===== src/logic/bii_pkg.sv =====
// package: opcodes, field layout and constants for the branch/irq/register_increment_op decoder
package bii_pkg;
  localparam int BII_PC_W = 10;
  localparam int BII_RA_W = 6;
  // instruction word width and field positions
  localparam int BII_IW_W = 13;
  localparam int BII_OPC_LSB = 9;
  localparam int BII_DEST_BIT = 6;
  localparam int BII_ADR_W = 9;
  localparam logic [9:0] BII_SWI_VECTOR = 10'h001;
  localparam logic [9:0] BII_PC_RESET = 10'h000;
  localparam logic [7:0] BII_ONE8 = 8'h01;
  localparam logic [9:0] BII_ONE10 = 10'h001;
  // upper bound (exclusive) for the direct jump field
  localparam logic [8:0] BII_ADR_LIMIT = 9'h1FF;
  localparam logic BII_IRQ_EN_RESET = 1'b0;
  localparam logic [31:0] BII_ADDR_CTRL = 32'h0000_0000;
  localparam logic [31:0] BII_ADDR_STAT = 32'h0000_0004;
  localparam logic [31:0] BII_ADDR_PC = 32'h0000_0008;
  localparam logic [31:0] BII_ADDR_ACC = 32'h0000_000C;
  // opcode field values (bits 12:9)
  localparam logic [3:0] BII_OP_NOP = 4'h0;
  localparam logic [3:0] BII_OP_IRQ_OFF = 4'h1;
  localparam logic [3:0] BII_OP_IRQ_ON = 4'h2;
  localparam logic [3:0] BII_OP_JMP = 4'h3;
  localparam logic [3:0] BII_OP_AJMP = 4'h4;
  localparam logic [3:0] BII_OP_INC = 4'h5;
  localparam logic [3:0] BII_OP_SWI = 4'h6;

  typedef enum logic [1:0] {
    BII_ST_EXEC = 2'b00,
    BII_ST_FLUSH = 2'b01,
    BII_ST_SWI2 = 2'b10
  } bii_state_t;
endpackage


===== src/logic/bii_core.sv =====
// instruction execution for irq enable, jumps, increment, software interrupt
//
// Added by the designer: the placing of the registers and the AHB-Lite slave port.
`timescale 1ns/1ps
module bii_core (
  input wire logic hclk,
  input wire logic hresetn,
  input wire logic hsel,
  input wire logic [31:0] haddr,
  input wire logic [1:0] htrans,
  input wire logic hwrite,
  input wire logic [2:0] hsize,
  input wire logic [31:0] hwdata,
  output logic [31:0] hrdata,
  output logic hreadyout,
  output logic hresp,
  input wire logic instr_valid,
  input wire logic [bii_pkg::BII_IW_W-1:0] instr_word,
  input wire logic [7:0] reg_rdata,
  output logic [bii_pkg::BII_RA_W-1:0] reg_addr,
  output logic [7:0] reg_wdata,
  output logic reg_we,
  output logic [bii_pkg::BII_PC_W-1:0] pc,
  output logic fetch_flush,
  output logic [bii_pkg::BII_PC_W-1:0] stack_push_data,
  output logic stack_push,
  output logic [7:0] accumulator,
  output logic zero_flag,
  output logic global_irq_enable,
  output logic illegal_op
);
  import bii_pkg::*;

  bii_state_t state_reg, state_next;
  logic [BII_PC_W-1:0] pc_reg, pc_next;
  logic [7:0] acc_reg, acc_next;
  logic z_reg, z_next;
  logic gie_reg, gie_next;
  logic flush_reg, flush_next;
  logic push_reg, push_next;
  logic [BII_PC_W-1:0] push_data_reg, push_data_next;
  logic [BII_RA_W-1:0] raddr_reg, raddr_next;
  logic [7:0] rwdata_reg, rwdata_next;
  logic rwe_reg, rwe_next;
  logic ill_reg, ill_next;
  logic [1:0] table_high_pointer;
  logic [1:0] pc_high_buffer;
  logic [3:0] opc;
  logic [7:0] inc_sum;
  logic [31:0] rd_stat;

  bii_ahb_regs u_regs (
    .hclk(hclk),
    .hresetn(hresetn),
    .hsel(hsel),
    .haddr(haddr),
    .htrans(htrans),
    .hwrite(hwrite),
    .hsize(hsize),
    .hwdata(hwdata),
    .hrdata(hrdata),
    .hreadyout(hreadyout),
    .hresp(hresp),
    .rd_stat(rd_stat),
    .rd_pc({22'h0, pc_reg}),
    .rd_acc({24'h000000, acc_reg}),
    .table_high_pointer(table_high_pointer),
    .pc_high_buffer(pc_high_buffer)
  );

  assign opc = instr_word[BII_IW_W-1:BII_OPC_LSB];
  assign inc_sum = reg_rdata + BII_ONE8;
  assign rd_stat = {21'h0, ill_reg, 6'h00, state_reg, z_reg, gie_reg};

  always_comb begin
    state_next = state_reg;
    pc_next = pc_reg;
    acc_next = acc_reg;
    z_next = z_reg;
    gie_next = gie_reg;
    flush_next = 1'b0;
    push_next = 1'b0;
    push_data_next = push_data_reg;
    raddr_next = instr_word[BII_RA_W-1:0];
    rwdata_next = rwdata_reg;
    rwe_next = 1'b0;
    ill_next = ill_reg;
    case (state_reg)
      BII_ST_EXEC: begin
        if (instr_valid) begin
          pc_next = pc_reg + BII_ONE10;
          case (opc)
            BII_OP_IRQ_OFF: gie_next = 1'b0;
            BII_OP_IRQ_ON: gie_next = 1'b1;
            BII_OP_JMP: begin
              if (instr_word[BII_ADR_W-1:0] == BII_ADR_LIMIT) begin
                ill_next = 1'b1;
              end else begin
                pc_next = {pc_high_buffer[1],
                           instr_word[BII_ADR_W-1:0]};
                flush_next = 1'b1;
                state_next = BII_ST_FLUSH;
              end
            end
            BII_OP_AJMP: begin
              pc_next = {table_high_pointer, acc_reg};
              flush_next = 1'b1;
              state_next = BII_ST_FLUSH;
            end
            BII_OP_INC: begin
              z_next = (inc_sum == 8'h00);
              if (instr_word[BII_DEST_BIT]) begin
                rwdata_next = inc_sum;
                rwe_next = 1'b1;
              end else begin
                acc_next = inc_sum;
              end
            end
            BII_OP_SWI: begin
              push_data_next = pc_reg + BII_ONE10;
              push_next = 1'b1;
              flush_next = 1'b1;
              state_next = BII_ST_SWI2;
            end
            BII_OP_NOP: ;
            default: ill_next = 1'b1;
          endcase
        end
      end
      BII_ST_SWI2: begin
        pc_next = BII_SWI_VECTOR;
        flush_next = 1'b1;
        state_next = BII_ST_FLUSH;
      end
      BII_ST_FLUSH: begin
        state_next = BII_ST_EXEC;
      end
      default: state_next = BII_ST_EXEC;
    endcase
  end

  always_ff @(posedge hclk or negedge hresetn) begin
    if (!hresetn) begin
      state_reg <= BII_ST_EXEC;
      pc_reg <= BII_PC_RESET;
      acc_reg <= 8'h00;
      z_reg <= 1'b0;
      gie_reg <= BII_IRQ_EN_RESET;
      flush_reg <= 1'b0;
      push_reg <= 1'b0;
      push_data_reg <= 10'h000;
      raddr_reg <= 6'h00;
      rwdata_reg <= 8'h00;
      rwe_reg <= 1'b0;
      ill_reg <= 1'b0;
    end else begin
      state_reg <= state_next;
      pc_reg <= pc_next;
      acc_reg <= acc_next;
      z_reg <= z_next;
      gie_reg <= gie_next;
      flush_reg <= flush_next;
      push_reg <= push_next;
      push_data_reg <= push_data_next;
      raddr_reg <= raddr_next;
      rwdata_reg <= rwdata_next;
      rwe_reg <= rwe_next;
      ill_reg <= ill_next;
    end
  end

  // register read address is combinational so the increment sees data
  // in the same cycle; the write side is registered
  assign reg_addr = instr_word[BII_RA_W-1:0];
  assign reg_wdata = rwdata_reg;
  assign reg_we = rwe_reg;
  assign pc = pc_reg;
  assign fetch_flush = flush_reg;
  assign stack_push_data = push_data_reg;
  assign stack_push = push_reg;
  assign accumulator = acc_reg;
  assign zero_flag = z_reg;
  assign global_irq_enable = gie_reg;
  assign illegal_op = ill_reg;
endmodule


===== src/logic/bii_ahb_regs.sv =====
// ahb-lite slave: control register and status readback
`timescale 1ns/1ps
module bii_ahb_regs (
  input wire logic hclk,
  input wire logic hresetn,
  input wire logic hsel,
  input wire logic [31:0] haddr,
  input wire logic [1:0] htrans,
  input wire logic hwrite,
  input wire logic [2:0] hsize,
  input wire logic [31:0] hwdata,
  output logic [31:0] hrdata,
  output logic hreadyout,
  output logic hresp,
  input wire logic [31:0] rd_stat,
  input wire logic [31:0] rd_pc,
  input wire logic [31:0] rd_acc,
  output logic [1:0] table_high_pointer,
  output logic [1:0] pc_high_buffer
);
  import bii_pkg::*;

  logic wr_pend_reg, wr_pend_next;
  logic [31:0] addr_reg, addr_next;
  logic [31:0] hrdata_reg, hrdata_next;
  logic [3:0] ctrl_reg, ctrl_next;

  always_comb begin
    wr_pend_next = 1'b0;
    addr_next = addr_reg;
    ctrl_next = ctrl_reg;
    hrdata_next = hrdata_reg;
    // write lands in the data phase, one cycle after the address phase
    if (wr_pend_reg && addr_reg == BII_ADDR_CTRL) begin
      ctrl_next = hwdata[3:0];
    end
    if (hsel && htrans[1]) begin
      addr_next = haddr;
      wr_pend_next = hwrite;
      case (haddr)
        // forwarded so a read right behind a write sees the new value
        BII_ADDR_CTRL: hrdata_next = {28'h0000000, ctrl_next};
        BII_ADDR_STAT: hrdata_next = rd_stat;
        BII_ADDR_PC: hrdata_next = rd_pc;
        BII_ADDR_ACC: hrdata_next = rd_acc;
        default: hrdata_next = 32'h0000_0000;
      endcase
    end
  end

  always_ff @(posedge hclk or negedge hresetn) begin
    if (!hresetn) begin
      wr_pend_reg <= 1'b0;
      addr_reg <= 32'h0000_0000;
      ctrl_reg <= 4'h0;
      hrdata_reg <= 32'h0000_0000;
    end else begin
      wr_pend_reg <= wr_pend_next;
      addr_reg <= addr_next;
      ctrl_reg <= ctrl_next;
      hrdata_reg <= hrdata_next;
    end
  end

  assign hrdata = hrdata_reg;
  assign hreadyout = 1'b1;
  assign hresp = 1'b0;
  assign table_high_pointer = ctrl_reg[1:0];
  assign pc_high_buffer = ctrl_reg[3:2];
endmodule


===== config.mk =====
export PLATFORM = sky130hd
export DESIGN_NAME = bii_core
export DESIGN_NICKNAME = d
export VERILOG_FILES = /design/src/logic/bii_pkg.sv /design/src/logic/bii_core.sv /design/src/logic/bii_ahb_regs.sv
export SDC_FILE = /design/constraint.sdc
export NUM_CORES = 1
export LEC_CHECK = 0
export BUFFER_PORTS_ARGS = -buffer_cell sky130_fd_sc_hd__buf_2
export CORE_AREA = 2 2 103 105
export DETAILED_ROUTE_END_ITERATION = 12
export DIE_AREA = 0 0 105 107
export PLACE_DENSITY_LB_ADDON = 0.3
export SLEW_MARGIN = 20
export SYNTH_ARGS = -nofsm -noshare
export SYNTH_HDL_FRONTEND = slang
export SYNTH_SLANG_ARGS = --single-unit

===== constraint.sdc =====
create_clock -name hclk -period 4.2 [get_ports hclk]
set_input_delay 0.42 -clock hclk [delete_from_list [all_inputs] [get_ports hclk]]
set_output_delay 0.42 -clock hclk [all_outputs]
set_load 0.01 [all_outputs]

# Word-level counts from Yosys, hierarchy flattened
# Cells that the tools add are included.
# word_totals
register_bits	113
inputBits	95
output_inout_bits	82
# classes
add_sub_neg	2
n_eq_ne	15
muxes	25
bitwise_logic	2
reduce_logical	19
# ops
op	n
equality test 32 x 4 -> 1 bit, second input constant	2
logical NOT 32 bit	2
case mux 11 bit (4 select lines)	1
case mux 10 bit (2 select lines)	2
equality test 32 x 3 -> 1 bit, second input constant	1
two-way mux 10 bit	2
equality test 4 x 3 -> 1 bit, second input constant	3
AND reduction 3 bit	4
AND reduction 4 bit	3
two-way mux 1 bit	11
adder 10 x 1 -> 10 bit, second input constant	1
equality test 9 bit, second input constant	1
adder 8 x 1 -> 8 bit, second input constant	1
equality test 4 x 2 -> 1 bit, second input constant	2
logical NOT 8 bit	1
case mux 1 bit (2 select lines)	4
case mux 2 bit (3 select lines)	1
OR reduction 6 bit	1
equality test 4 x 1 -> 1 bit, second input constant	1
logical NOT 4 bit	1
two-way mux 2 bit	2
two-way mux 4 bit	1
!= test 2 bit, second input constant	2
!= test 4 x 1 -> 1 bit, second input constant	1
9 further kinds	12

# Depth between registers and ports, before layout
# Gate-level depths: netlist of the first run.
# depth
word_depth	5
ltp_mapped	8

# Cells and area by module
# From an unflattened synthesis of the first run, not the netlist that was laid out.
# unflattened
hier_cells	507
area_unflattened_um2	5870.6
# modules_own_cells
module	instances	cells_per_inst	area_per_inst_um2
bii_ahb_regs	1	278	3573.4
bii_core	1	229	2297.2

# Worst setup path before layout of the first run
# Ideal clock, no wire load.
# synth_path
path_type	reg-to-reg
startpoint	register u_regs.addr_reg[3]
endpoint	register u_regs.hrdata_reg[1], in the netlist u_regs.hrdata[1]
arrival_ns	2.055
t_required_ns	4.079
slack_ns	2.024
stages_incl_launch_ff	7
period_less_slack_ns	2.176
path_cell_list	dfrtp_1 nor4_2 nand4_1 nor3_4 mux2_4 mux4_2 a22o_1
# synth_via
elab_chain_cells	4
# synth_rtl
item	line	rtl
from (decl)	bii_ahb_regs.sv:24	logic [31:0] addr_reg, addr_next;
from (signal assigned)	bii_ahb_regs.sv:59	addr_reg <= addr_next;
logical NOT 32 bit	bii_ahb_regs.sv:34	if (wr_pend_reg && addr_reg == BII_ADDR_CTRL) begin
logical AND 1 bit	bii_ahb_regs.sv:34	
two-way mux 4 bit	bii_ahb_regs.sv:34	
via u_regs.ctrl_next[1]	bii_ahb_regs.sv:26	logic [3:0] ctrl_reg, ctrl_next;
case mux 11 bit (4 select lines)	bii_ahb_regs.sv:40	case (haddr)
to (signal assigned)	bii_ahb_regs.sv:61	hrdata_reg <= hrdata_next;
to (decl)	bii_ahb_regs.sv:25	logic [31:0] hrdata_reg, hrdata_next;
# The timed path passes the listed nets, and every way through them passes these cells.
# A chain may end at the register's enable or synchronous reset.

# Final worst setup path of the first run
# layout_path
startpoint	register u_regs.addr_reg[29]
endpoint	register u_regs.hrdata_reg[1], in the netlist u_regs.hrdata[1]
# The elaborated chain is that of the path after synthesis.

==> results of run 1 <==
## routing by layer
layer  up-vias  global-route usage (%)  wire length [um]  part of all wire, %
met3         6                    5.71               859                  7.5
li1       1645                       -                 -                    -
met1      1734                    28.7              5010                   44
met4         0                    7.24               124                  1.1
met2       141                    32.0              5410                   47
met5         -                       0                 0                    0
## final timing paths
path,end,slack [ns],depth (start not counted)
min in group hclk,accumulator[0]$_DFFE_PN0P_,0.28,2
max in group asynchronous,pc[8]$_DFFE_PN0P_,3.12,2
max,u_regs.hrdata[1]$_DFFE_PN0P_,1.67,6
min,u_regs.addr_reg[22]$_DFFE_PN0P_,0.13,1
min reg2reg,stack_push_data[7]$_DFFE_PN0P_,0.48,2
max reg2reg,u_regs.hrdata[1]$_DFFE_PN0P_,1.67,6
## cell usage in the layout (no fill, tap or decap), types with 2 or more instances in the layout
master / n
nor4_1: 13
buf_2: 120
a22oi_1: 4
nor2_1: 24
ha_1: 2
nand4_1: 4
inv_1: 4
nor4b_2: 2
a21oi_1: 13
dfrtp_1: 92
clkbuf_8: 9
a221oi_1: 4
conb_1: 23
xnor2_1: 7
xor2_1: 7
o21ai_0: 23
o31ai_1: 2
o211ai_1: 2
nor3_1: 11
clkinv_2: 2
and2_1: 2
o2111ai_1: 2
buf_4: 4
mux4_2: 4
mux2_4: 4
nor4_2: 3
and3_1: 7
mux2_2: 38
nand3_1: 12
a22o_1: 12
nand2_1: 50
## synth_stat cells (2+ instances only)
master / count / area share, %
nand2_1: 50 / 4.2
nor2_1: 24 / 2.0
conb_1: 2 / 0.17
a21oi_1: 13 / 1.4
ha_1: 2 / 0.56
nor4_2: 3 / 0.84
a22o_1: 12 / 2.3
xor2_1: 7 / 1.4
nor3_1: 11 / 1.2
o21ai_0: 23 / 2.6
buf_4: 30 / 5.0
buf_2: 4 / 0.45
nor4b_2: 2 / 0.67
a22oi_1: 4 / 0.67
xnor2_1: 7 / 1.4
a221oi_1: 4 / 0.78
clkbuf_2: 2 / 0.22
dfrtp_1: 92 / 51
o211ai_1: 2 / 0.33
inv_1: 4 / 0.33
clkbuf_1: 8 / 0.67
o31ai_1: 2 / 0.33
mux2_2: 38 / 9.5
and2_1: 2 / 0.28
nand3_1: 12 / 1.3
nand4_1: 4 / 0.56
nor4_1: 13 / 1.8
mux4_2: 4 / 2.0
o2111ai_1: 2 / 0.39
and3_1: 7 / 0.98
mux2_4: 4 / 1.3
## metrics by stage
step                cell area (um2)  util (%)
floorplan                      4570         -
global placement               5080      50.3
detailed placement             5080      50.3
CTS                            5270      52.2
global route                   5270      52.2
finish                         5270      52.2
## report_power, final
part | internal [uW] | switching, uW
logic | 220 | 255
registers | 1020 | 130
clock network | 273 | 317
## cell families after synthesis
family	count (synthesis)	share of synthesized area (%)
xor gates and xnor gates	14	2.73
DFF	92	51.3
buffers and inverters	49	6.77
and+or+nand+nor	137	15.7
AOI/OAI and AO/OA	68	9.97
other	2	0.167
adders and majority gates	2	0.557
muxes	46	12.9
## worst max-delay path: stages (launching register included)
cell	delay [ns]
dfrtp_1	0.39
nor4_2	0.37
nand4_1	0.22
nor3_4	0.41
mux2_4	0.35
mux4_2	0.48
a22o_1	0.21
## cell type report
type | count | area (um2)
fill | 968 | 4820
sequential | 92 | 2300
multi-input combinational | 290 | 1960
timing repair buffer | 124 | 631
tap | 136 | 170
clock buffer | 9 | 124
clock inverter | 6 | 65.1
inverter | 4 | 15.0
==> out/metrics.cfg, run 1 <==
[die]
die_w_um=105
die_h_um=107
die_area_um2=11200
start_util_pct=44.5
io_pins=177
core.rowCount=37
core_area_um2=10100

[worst_setup_path]
start_kind=register
cp.required_ns=4.46
cp_max_fo=4
rr_startpoint=u_regs.addr_reg[29]$_DFFE_PN0P_
crit_start=u_regs.addr_reg[29]$_DFFE_PN0P_
critical_path_class=register to register
cp.arrival_ns=2.78
cp-end-kind=register

[timing]
skew_ns=0.0119
setup_ws_ns=1.67
setup_violations=0
fin_setup_tns_ns=0
finalCriticalPeriod_ns=2.53
relSlewSlack_pct=31.1
timing.final.crit_share_pct=60.2
hold_viol=0
report.final.slew_viol_count=0
whs_ns=0.134
rsz0062_at_grt=no
clock.fmax_mhz=396
tightest_slew_ns=1.03

[finish]
area_delta_synth_final_pct=17.4
drive_gt1_share_pct=36.8
insertedDiodeCount=0
final-instance-count-excl-fill=661
largest_register_ffs=32
nets=618

[clocking]
root_buffer=clkbuf_8
post_cts_resized=0
path_clk_slew_ns=0.09
cts_setup_buffers=0
cts-hold-fix-buffers=0
cts_buffers=9
clk_path_buf_depth=2
clock_latency_ns=0.36
cts_tree=done
cts_sinks=92
htreeDepth=3

[pwr]
leakagePower_uw=0.00257
powerDensity_nw_per_um2=420
p_total_uw=2210
ir_drop_mv=0.273

[hold_path]
hp-class=primary input to async pin

[yosys]
synth_area_um2=4490
postSynthCellCount=410
async_flop_share_pct=100
yosys_warnings=0
ys_types=47
seq_area_frac_synth_pct=51.3
avgSynthCellArea_um2=11.0
synth_top_flop_cell=dfrtp_1
synth-edff-count=0
synth_seq_cells=92

[global_routing]
grt_pass1_wl_mm=18.1
grt_remaining_overflow=0
grt_antenna_before_repair=0
grt.total_usage_pct=20.9
grt_pass1_vias=3425
grt_max_degree=63

[run_status]
status=completed

[place]
numPortBuffers=121
pre_cts_slack_ns=1.64
dpl.hpwl_mm=8.62
dp.cells=646
gpl.final_weighted_congestion=0.907

[flow_run]
drv_cap=0

[detailed_routing]
vias=3526
antenna_left=0
avgRoutedWirePerCell_um=17.3
drt-total-wl_mm=11.4
dr.pass1.iters=5
vias_per_cell=5.33
drcViolationCount=0
drtIter0Drc=185

No activity file was read; power rests on OpenSTA's default activity.
==> run 2: changes to the inputs <==
==> constraint.sdc (replaced) <==
create_clock -name hclk -period 2.5 [get_ports hclk]
set_input_delay 0.25 -clock hclk [delete_from_list [all_inputs] [get_ports hclk]]
set_output_delay 0.25 -clock hclk [all_outputs]
set_load 0.01 [all_outputs]
==> run 2 against run 1 <==
Compared with the run above:
- critical path depth up 1
- critical path type unchanged
- clock skew down 0.0033 ns
- utilization up 0.89 points
==> out/metrics.cfg, run 2 (same netlist as run 1, synthesis figures left out) <==
[run_status]
status=completed

[finish]
layout_commonest_cell=buf_2
drive_gt1_share_pct=37.5  ; +0.69 points
insertedDiodeCount=0  ; unchanged
largest_register_ffs=32  ; unchanged
nets=626  ; +1.3%
mostFrequentLayoutCells=buf_2 (120), dfrtp_1 (92), nand2_1 (50)
final-instance-count-excl-fill=670  ; +1.4%
nFillCells=946  ; -2.3%
area_delta_synth_final_pct=19.4

[hold_path]
whs_endpoint=accumulator[0]$_DFFE_PN0P_
hp-start=reg_rdata[0]
hold_depth=2
hp-class=primary input to register

[worst_setup_path]
cp-end-kind=register
start_kind=register
critical_path_class=register to register
cp_max_fo=4  ; unchanged
rr_startpoint=u_regs.addr_reg[29]$_DFFE_PN0P_
r2r_end=u_regs.hrdata[2]$_DFFE_PN0P_
r2r.worst_path.cells=7  ; +1
reg2reg_slack_ns=0.11  ; -1.56 ns
cp.required_ns=2.75  ; -1.71 ns
cp.arrival_ns=2.63  ; -0.15 ns

[timing]
tightest_slew_ns=0.671  ; -0.361 ns
relSlewSlack_pct=55.2  ; +24 points
clock.fmax_mhz=419  ; +5.9%
whs_ns=0.124  ; -0.0106 ns
setup_violations=0  ; unchanged
rsz0062_at_grt=no
finalCriticalPeriod_ns=2.39  ; -0.141 ns
timing.final.crit_share_pct=95.4  ; +35 points
hold_viol=0  ; unchanged
report.final.slew_viol_count=0  ; unchanged
fin_setup_tns_ns=0  ; unchanged
skew_ns=0.00866  ; -0.00329 ns

[die]
die_area_um2=11200  ; unchanged
core.rowCount=37  ; unchanged
die_w_um=105  ; unchanged
io_pins=177  ; unchanged
core_area_um2=10100  ; unchanged
start_util_pct=44.5  ; unchanged
die_h_um=107  ; unchanged

[place]
numPortBuffers=121  ; unchanged
dp.cells=652  ; +0.93%
gpl.final_weighted_congestion=0.891  ; -1.8%
dpl.hpwl_mm=8.67  ; +0.55%

[detailed_routing]
drt-total-wl_mm=11.3  ; -0.60%
vias=3574  ; +1.4%
vias_per_cell=5.33  ; about the same
drcViolationCount=0  ; unchanged
drtIter0Drc=196  ; +5.9%
avgRoutedWirePerCell_um=16.9  ; -1.9%
dr.pass1.iters=5  ; unchanged
antenna_left=0  ; unchanged

[global_routing]
grt_antenna_before_repair=0  ; unchanged
grt_max_degree=53  ; -16%
grt_remaining_overflow=0  ; unchanged
grt_pass1_vias=3365  ; -1.8%
grt.total_usage_pct=20.5  ; -0.43 points
grt_pass1_wl_mm=17.9  ; -0.88%

[clocking]
cts_sinks=92  ; unchanged
cts_tree=done
root_buffer=clkbuf_8
clock_latency_ns=0.35  ; about the same
cts_buffers=9  ; unchanged
path_clk_slew_ns=0.09  ; about the same
htreeDepth=3  ; unchanged
clk_path_buf_depth=2  ; unchanged

[pwr]
powerDensity_nw_per_um2=695  ; +66%
ir_drop_mv=0.367  ; +34%
leakagePower_uw=0.00261  ; +1.8%

[flow_run]
drv_cap=0  ; unchanged

==> run 2: changes by cell type in the layout (fill, tap and decap cells not counted), sizes merged <==
cell         previous run  this run
buf                   124       131
clkbuf                  9        10
clkinv                  3         2
clkinvlp                1         2
dlygate4sd3             0         1
==> run 2: cell type report <==
class,instances,area [um2],share of cell area [%]
clock inverters,6,63.8,1.19
inverters,4,15.0,0.280
multi-input cells,290,1960,36.6
repair buffers,132,718,13.4
flip-flops and latches,92,2300,43.0
well taps,136,170,3.17
clock buffers,10,128,2.38
==> run 2: layer usage <==
| metal | up-vias | wire length, um | GRT usage, % |
|---|---|---|---|
| met5 | - | 0 | 0 |
| met3 | 13 | 826 | 4.68 |
| met2 | 154 | 5260 | 31.4 |
| li1 | 1667 | - | - |
| met1 | 1740 | 5080 | 29.0 |
| met4 | 0 | 178 | 6.38 |
==> run 2: worst max path at each step <==
| stage | cells past startpoint | slack, ns | start | endpoint |
|---|---|---|---|---|
| 2_1_floorplan | 6 | 0.32 | u_regs.addr_reg[3]$_DFFE_PN0P_ | u_regs.hrdata[1]$_DFFE_PN0P_ |
| 3_3_place_gp | 6 | 0.1 | u_regs.addr_reg[29]$_DFFE_PN0P_ | u_regs.hrdata[3]$_DFFE_PN0P_ |
| 3_5_place_dp | 6 | 0.06 | u_regs.addr_reg[29]$_DFFE_PN0P_ | u_regs.hrdata[2]$_DFFE_PN0P_ |
| 4_1_cts | 6 | 0.04 | u_regs.addr_reg[29]$_DFFE_PN0P_ | u_regs.hrdata[2]$_DFFE_PN0P_ |
| 5_1_grt | 7 | 0.02 | u_regs.addr_reg[29]$_DFFE_PN0P_ | u_regs.hrdata[2]$_DFFE_PN0P_ |
| 6_report | 7 | 0.11 | u_regs.addr_reg[29]$_DFFE_PN0P_ | u_regs.hrdata[2]$_DFFE_PN0P_ |
==> run 2: critical path, stage by stage, from the launching register on <==
cell     delay [ns]
dfrtp_1        0.40
nor4_2         0.33
nand4_1        0.19
nor3_4         0.23
buf_12         0.15
mux2_4         0.30
mux4_2         0.47
a22o_1         0.21
==> run 2: per-stage QoR <==
stage          instance area (um2)  util [%]  setup slack (ns)  power (uW)
6_report                      5360      53.1             0.115        3720
2_1_floorplan                 4570         -             0.324        2390
5_1_grt                       5360      53.1            0.0217        3940
4_1_cts                       5340      52.9            0.0373        3760
3_3_place_gp                  5140      50.9            0.0999        2740
3_5_place_dp                  5140      50.9            0.0576        2770
==> run 2: power by group <==
part / internal, uW / switching [uW]
Sequential: 1710 / 222
Clock: 463 / 526
Combinational: 376 / 431
==> run 2: timing repair <==
action | CTS | global route
gates resized for setup | 0 | 0
hold buffers | 1 | 0
setup endpoints to repair | 0 | 4
endpoints found under the hold margin | 49 | 0
buffers inserted | 0 | 1
==> run 3: changes to the inputs <==
--- a/config.mk
+++ b/config.mk
@@ -6,9 +6,11 @@
 export NUM_CORES = 1
 export LEC_CHECK = 0
 export BUFFER_PORTS_ARGS = -buffer_cell sky130_fd_sc_hd__buf_2
-export CORE_AREA = 2 2 103 105
+export CELL_PAD_IN_SITES_DETAIL_PLACEMENT = 1
+export CELL_PAD_IN_SITES_GLOBAL_PLACEMENT = 2
+export CORE_AREA = 2 2 128 130
 export DETAILED_ROUTE_END_ITERATION = 12
-export DIE_AREA = 0 0 105 107
+export DIE_AREA = 0 0 130 132
 export PLACE_DENSITY_LB_ADDON = 0.3
 export SLEW_MARGIN = 20
 export SYNTH_ARGS = -nofsm -noshare
==> run 3 against run 2 <==
Compared with the run above:
- sequential cell count unchanged
- final area up 5.0%
- global-route usage down 4.7 points
- sequential power about the same
- clock skew down 0.0010 ns
- hold slack better by 0.016 ns
==> out/metrics.cfg, run 3 (same netlist as run 1, synthesis figures left out) <==
[run_status]
status=completed

[clocking]
clock_latency_ns=0.34  ; about the same
cts_tree=done
clk_path_buf_depth=2  ; unchanged
path_clk_slew_ns=0.06  ; -0.03 ns
root_buffer=clkbuf_16
cts_sinks=92  ; unchanged
cts_buffers=9  ; unchanged
htreeDepth=3  ; unchanged

[worst_setup_path]
cp_max_fo=4  ; unchanged
critical_path_class=register to register
rr_startpoint=u_regs.addr_reg[21]$_DFFE_PN0P_
cp.required_ns=2.73  ; -0.02 ns
crit_start=u_regs.addr_reg[21]$_DFFE_PN0P_
cp-end-kind=register
start_kind=register
cp.arrival_ns=2.65  ; +0.02 ns

[die]
die_area_um2=17200  ; +53%
start_util_pct=28.6  ; -16 points
die_w_um=130  ; +24%
die_h_um=132  ; +23%
core.rowCount=46  ; +24%
core_area_um2=15700  ; +56%
io_pins=177  ; unchanged

[global_routing]
grt_pass1_wl_mm=20.7  ; +16%
grt_antenna_before_repair=0  ; unchanged
grt_remaining_overflow=0  ; unchanged
grt.total_usage_pct=15.7  ; -4.7 points
grt_pass1_vias=3715  ; +10%
grt_max_degree=38  ; -28%

[timing]
hold_viol=0  ; unchanged
report.final.slew_viol_count=0  ; unchanged
clock.fmax_mhz=413  ; -1.4%
finalCriticalPeriod_ns=2.42  ; +0.0336 ns
relSlewSlack_pct=61.7  ; +6.5 points
tightest_slew_ns=0.570  ; -0.101 ns
skew_ns=0.00763  ; -0.00103 ns
setup_violations=0  ; unchanged
rsz0062_at_grt=yes
fin_setup_tns_ns=0  ; unchanged
timing.final.crit_share_pct=96.8  ; +1.3 points

[place]
dpl-instance-area_um2=5290  ; +2.9%
numPortBuffers=121  ; unchanged
gpl.final_weighted_congestion=0.830  ; -6.8%
dpl.hpwl_mm=10.4  ; +20%

[pwr]
powerDensity_nw_per_um2=746  ; +7.4%
leakagePower_uw=0.00269  ; +2.9%
ir_drop_mv=0.411  ; +12%

[finish]
insertedDiodeCount=0  ; unchanged
layout_commonest_cell=buf_2
area_delta_synth_final_pct=25.4
final_cell_area_um2=5630  ; +5.0%
drive_gt1_share_pct=38.0  ; +0.56 points
mostFrequentLayoutCells=buf_2 (120), dfrtp_1 (92), nand2_1 (50)
nets=628  ; +0.32%
largest_register_ffs=32  ; unchanged
final_util_pct=35.8  ; -17 points

[detailed_routing]
drcViolationCount=0  ; unchanged
dr.pass1.iters=4  ; -1
vias=3552  ; -0.62%
vias_per_cell=4.74  ; -11%
avgRoutedWirePerCell_um=17.7  ; +4.8%
drt-total-wl_mm=13.3  ; +17%
antenna_left=0  ; unchanged
drtIter0Drc=150  ; -23%

[flow_run]
drv_cap=0  ; unchanged

[hold_path]
hp-start=reg_rdata[0]
hp-class=primary input to register

run 3: report_power, final:
part,switching (uW),internal (uW),total [uW]
Sequential,238,1710,1950
Clock,565,863,1430
Combinational,442,384,825
run 3: final cells by class:
| cell class | instances | area [um2] |
|---|---|---|
| tap | 216 | 270 |
| timing repair buffer | 134 | 746 |
| inverter | 4 | 15.0 |
| clock buffer | 9 | 225 |
| sequential | 92 | 2300 |
| fill | 1794 | 10100 |
| multi-input combinational | 290 | 1990 |
| clock inverter | 5 | 78.8 |
run 3: layer usage:
metal / vias to the layer above / GRT usage, % / wire length, um
met5: - / 0 / 0
met4: 0 / 4.84 / 180
met3: 12 / 2.72 / 582
met2: 105 / 24.7 / 6280
met1: 1770 / 22.2 / 6260
li1: 1665 / - / -
run 3: stage by stage:
stage / cells / setup slack, ns / hold WS, ns / power [uW]
2_1_floorplan: 431 / 0.324 / -0.0456 / 2390
3_3_place_gp: 735 / 0.0455 / 0.239 / 2780
3_5_place_dp: 735 / 0.0220 / 0.242 / 2810
4_1_cts: 750 / 0.00175 / 0.129 / 4240
5_1_grt: 750 / -0.0290 / 0.146 / 4440
6_report: 750 / 0.0809 / 0.139 / 4200
run 3: final timing paths:
| path | depth (start not counted) | slack [ns] | end |
|---|---|---|---|
| hold / removal | 2 | 0.14 | accumulator[0]$_DFFE_PN0P_ |
| setup reg to reg | 7 | 0.08 | u_regs.hrdata[1]$_DFFE_PN0P_ |
| hold reg to reg | 2 | 0.46 | stack_push_data[8]$_DFFE_PN0P_ |
| setup / recovery | 7 | 0.08 | u_regs.hrdata[1]$_DFFE_PN0P_ |
| max in group asynchronous | 3 | 1.44 | accumulator[1]$_DFFE_PN0P_ |
| min in group asynchronous | 2 | 0.40 | u_regs.addr_reg[16]$_DFFE_PN0P_ |
run 3: worst max-delay path: stages, from the launching register on:
cell and delay [ns]:
dfrtp_1 0.40, nor4_4 0.30, nand3_1 0.17, nor3_4 0.31, buf_12 0.15, mux2_4 0.30, mux4_2 0.47, a22o_1 0.21
run 3: what timing repair did:
action                                  CTS  global route
endpoints found under the setup margin    0             4
hold buffers                              1             0
resized for setup                         0             4
endpoints found under the hold margin    35             0
setup buffers                             0             0
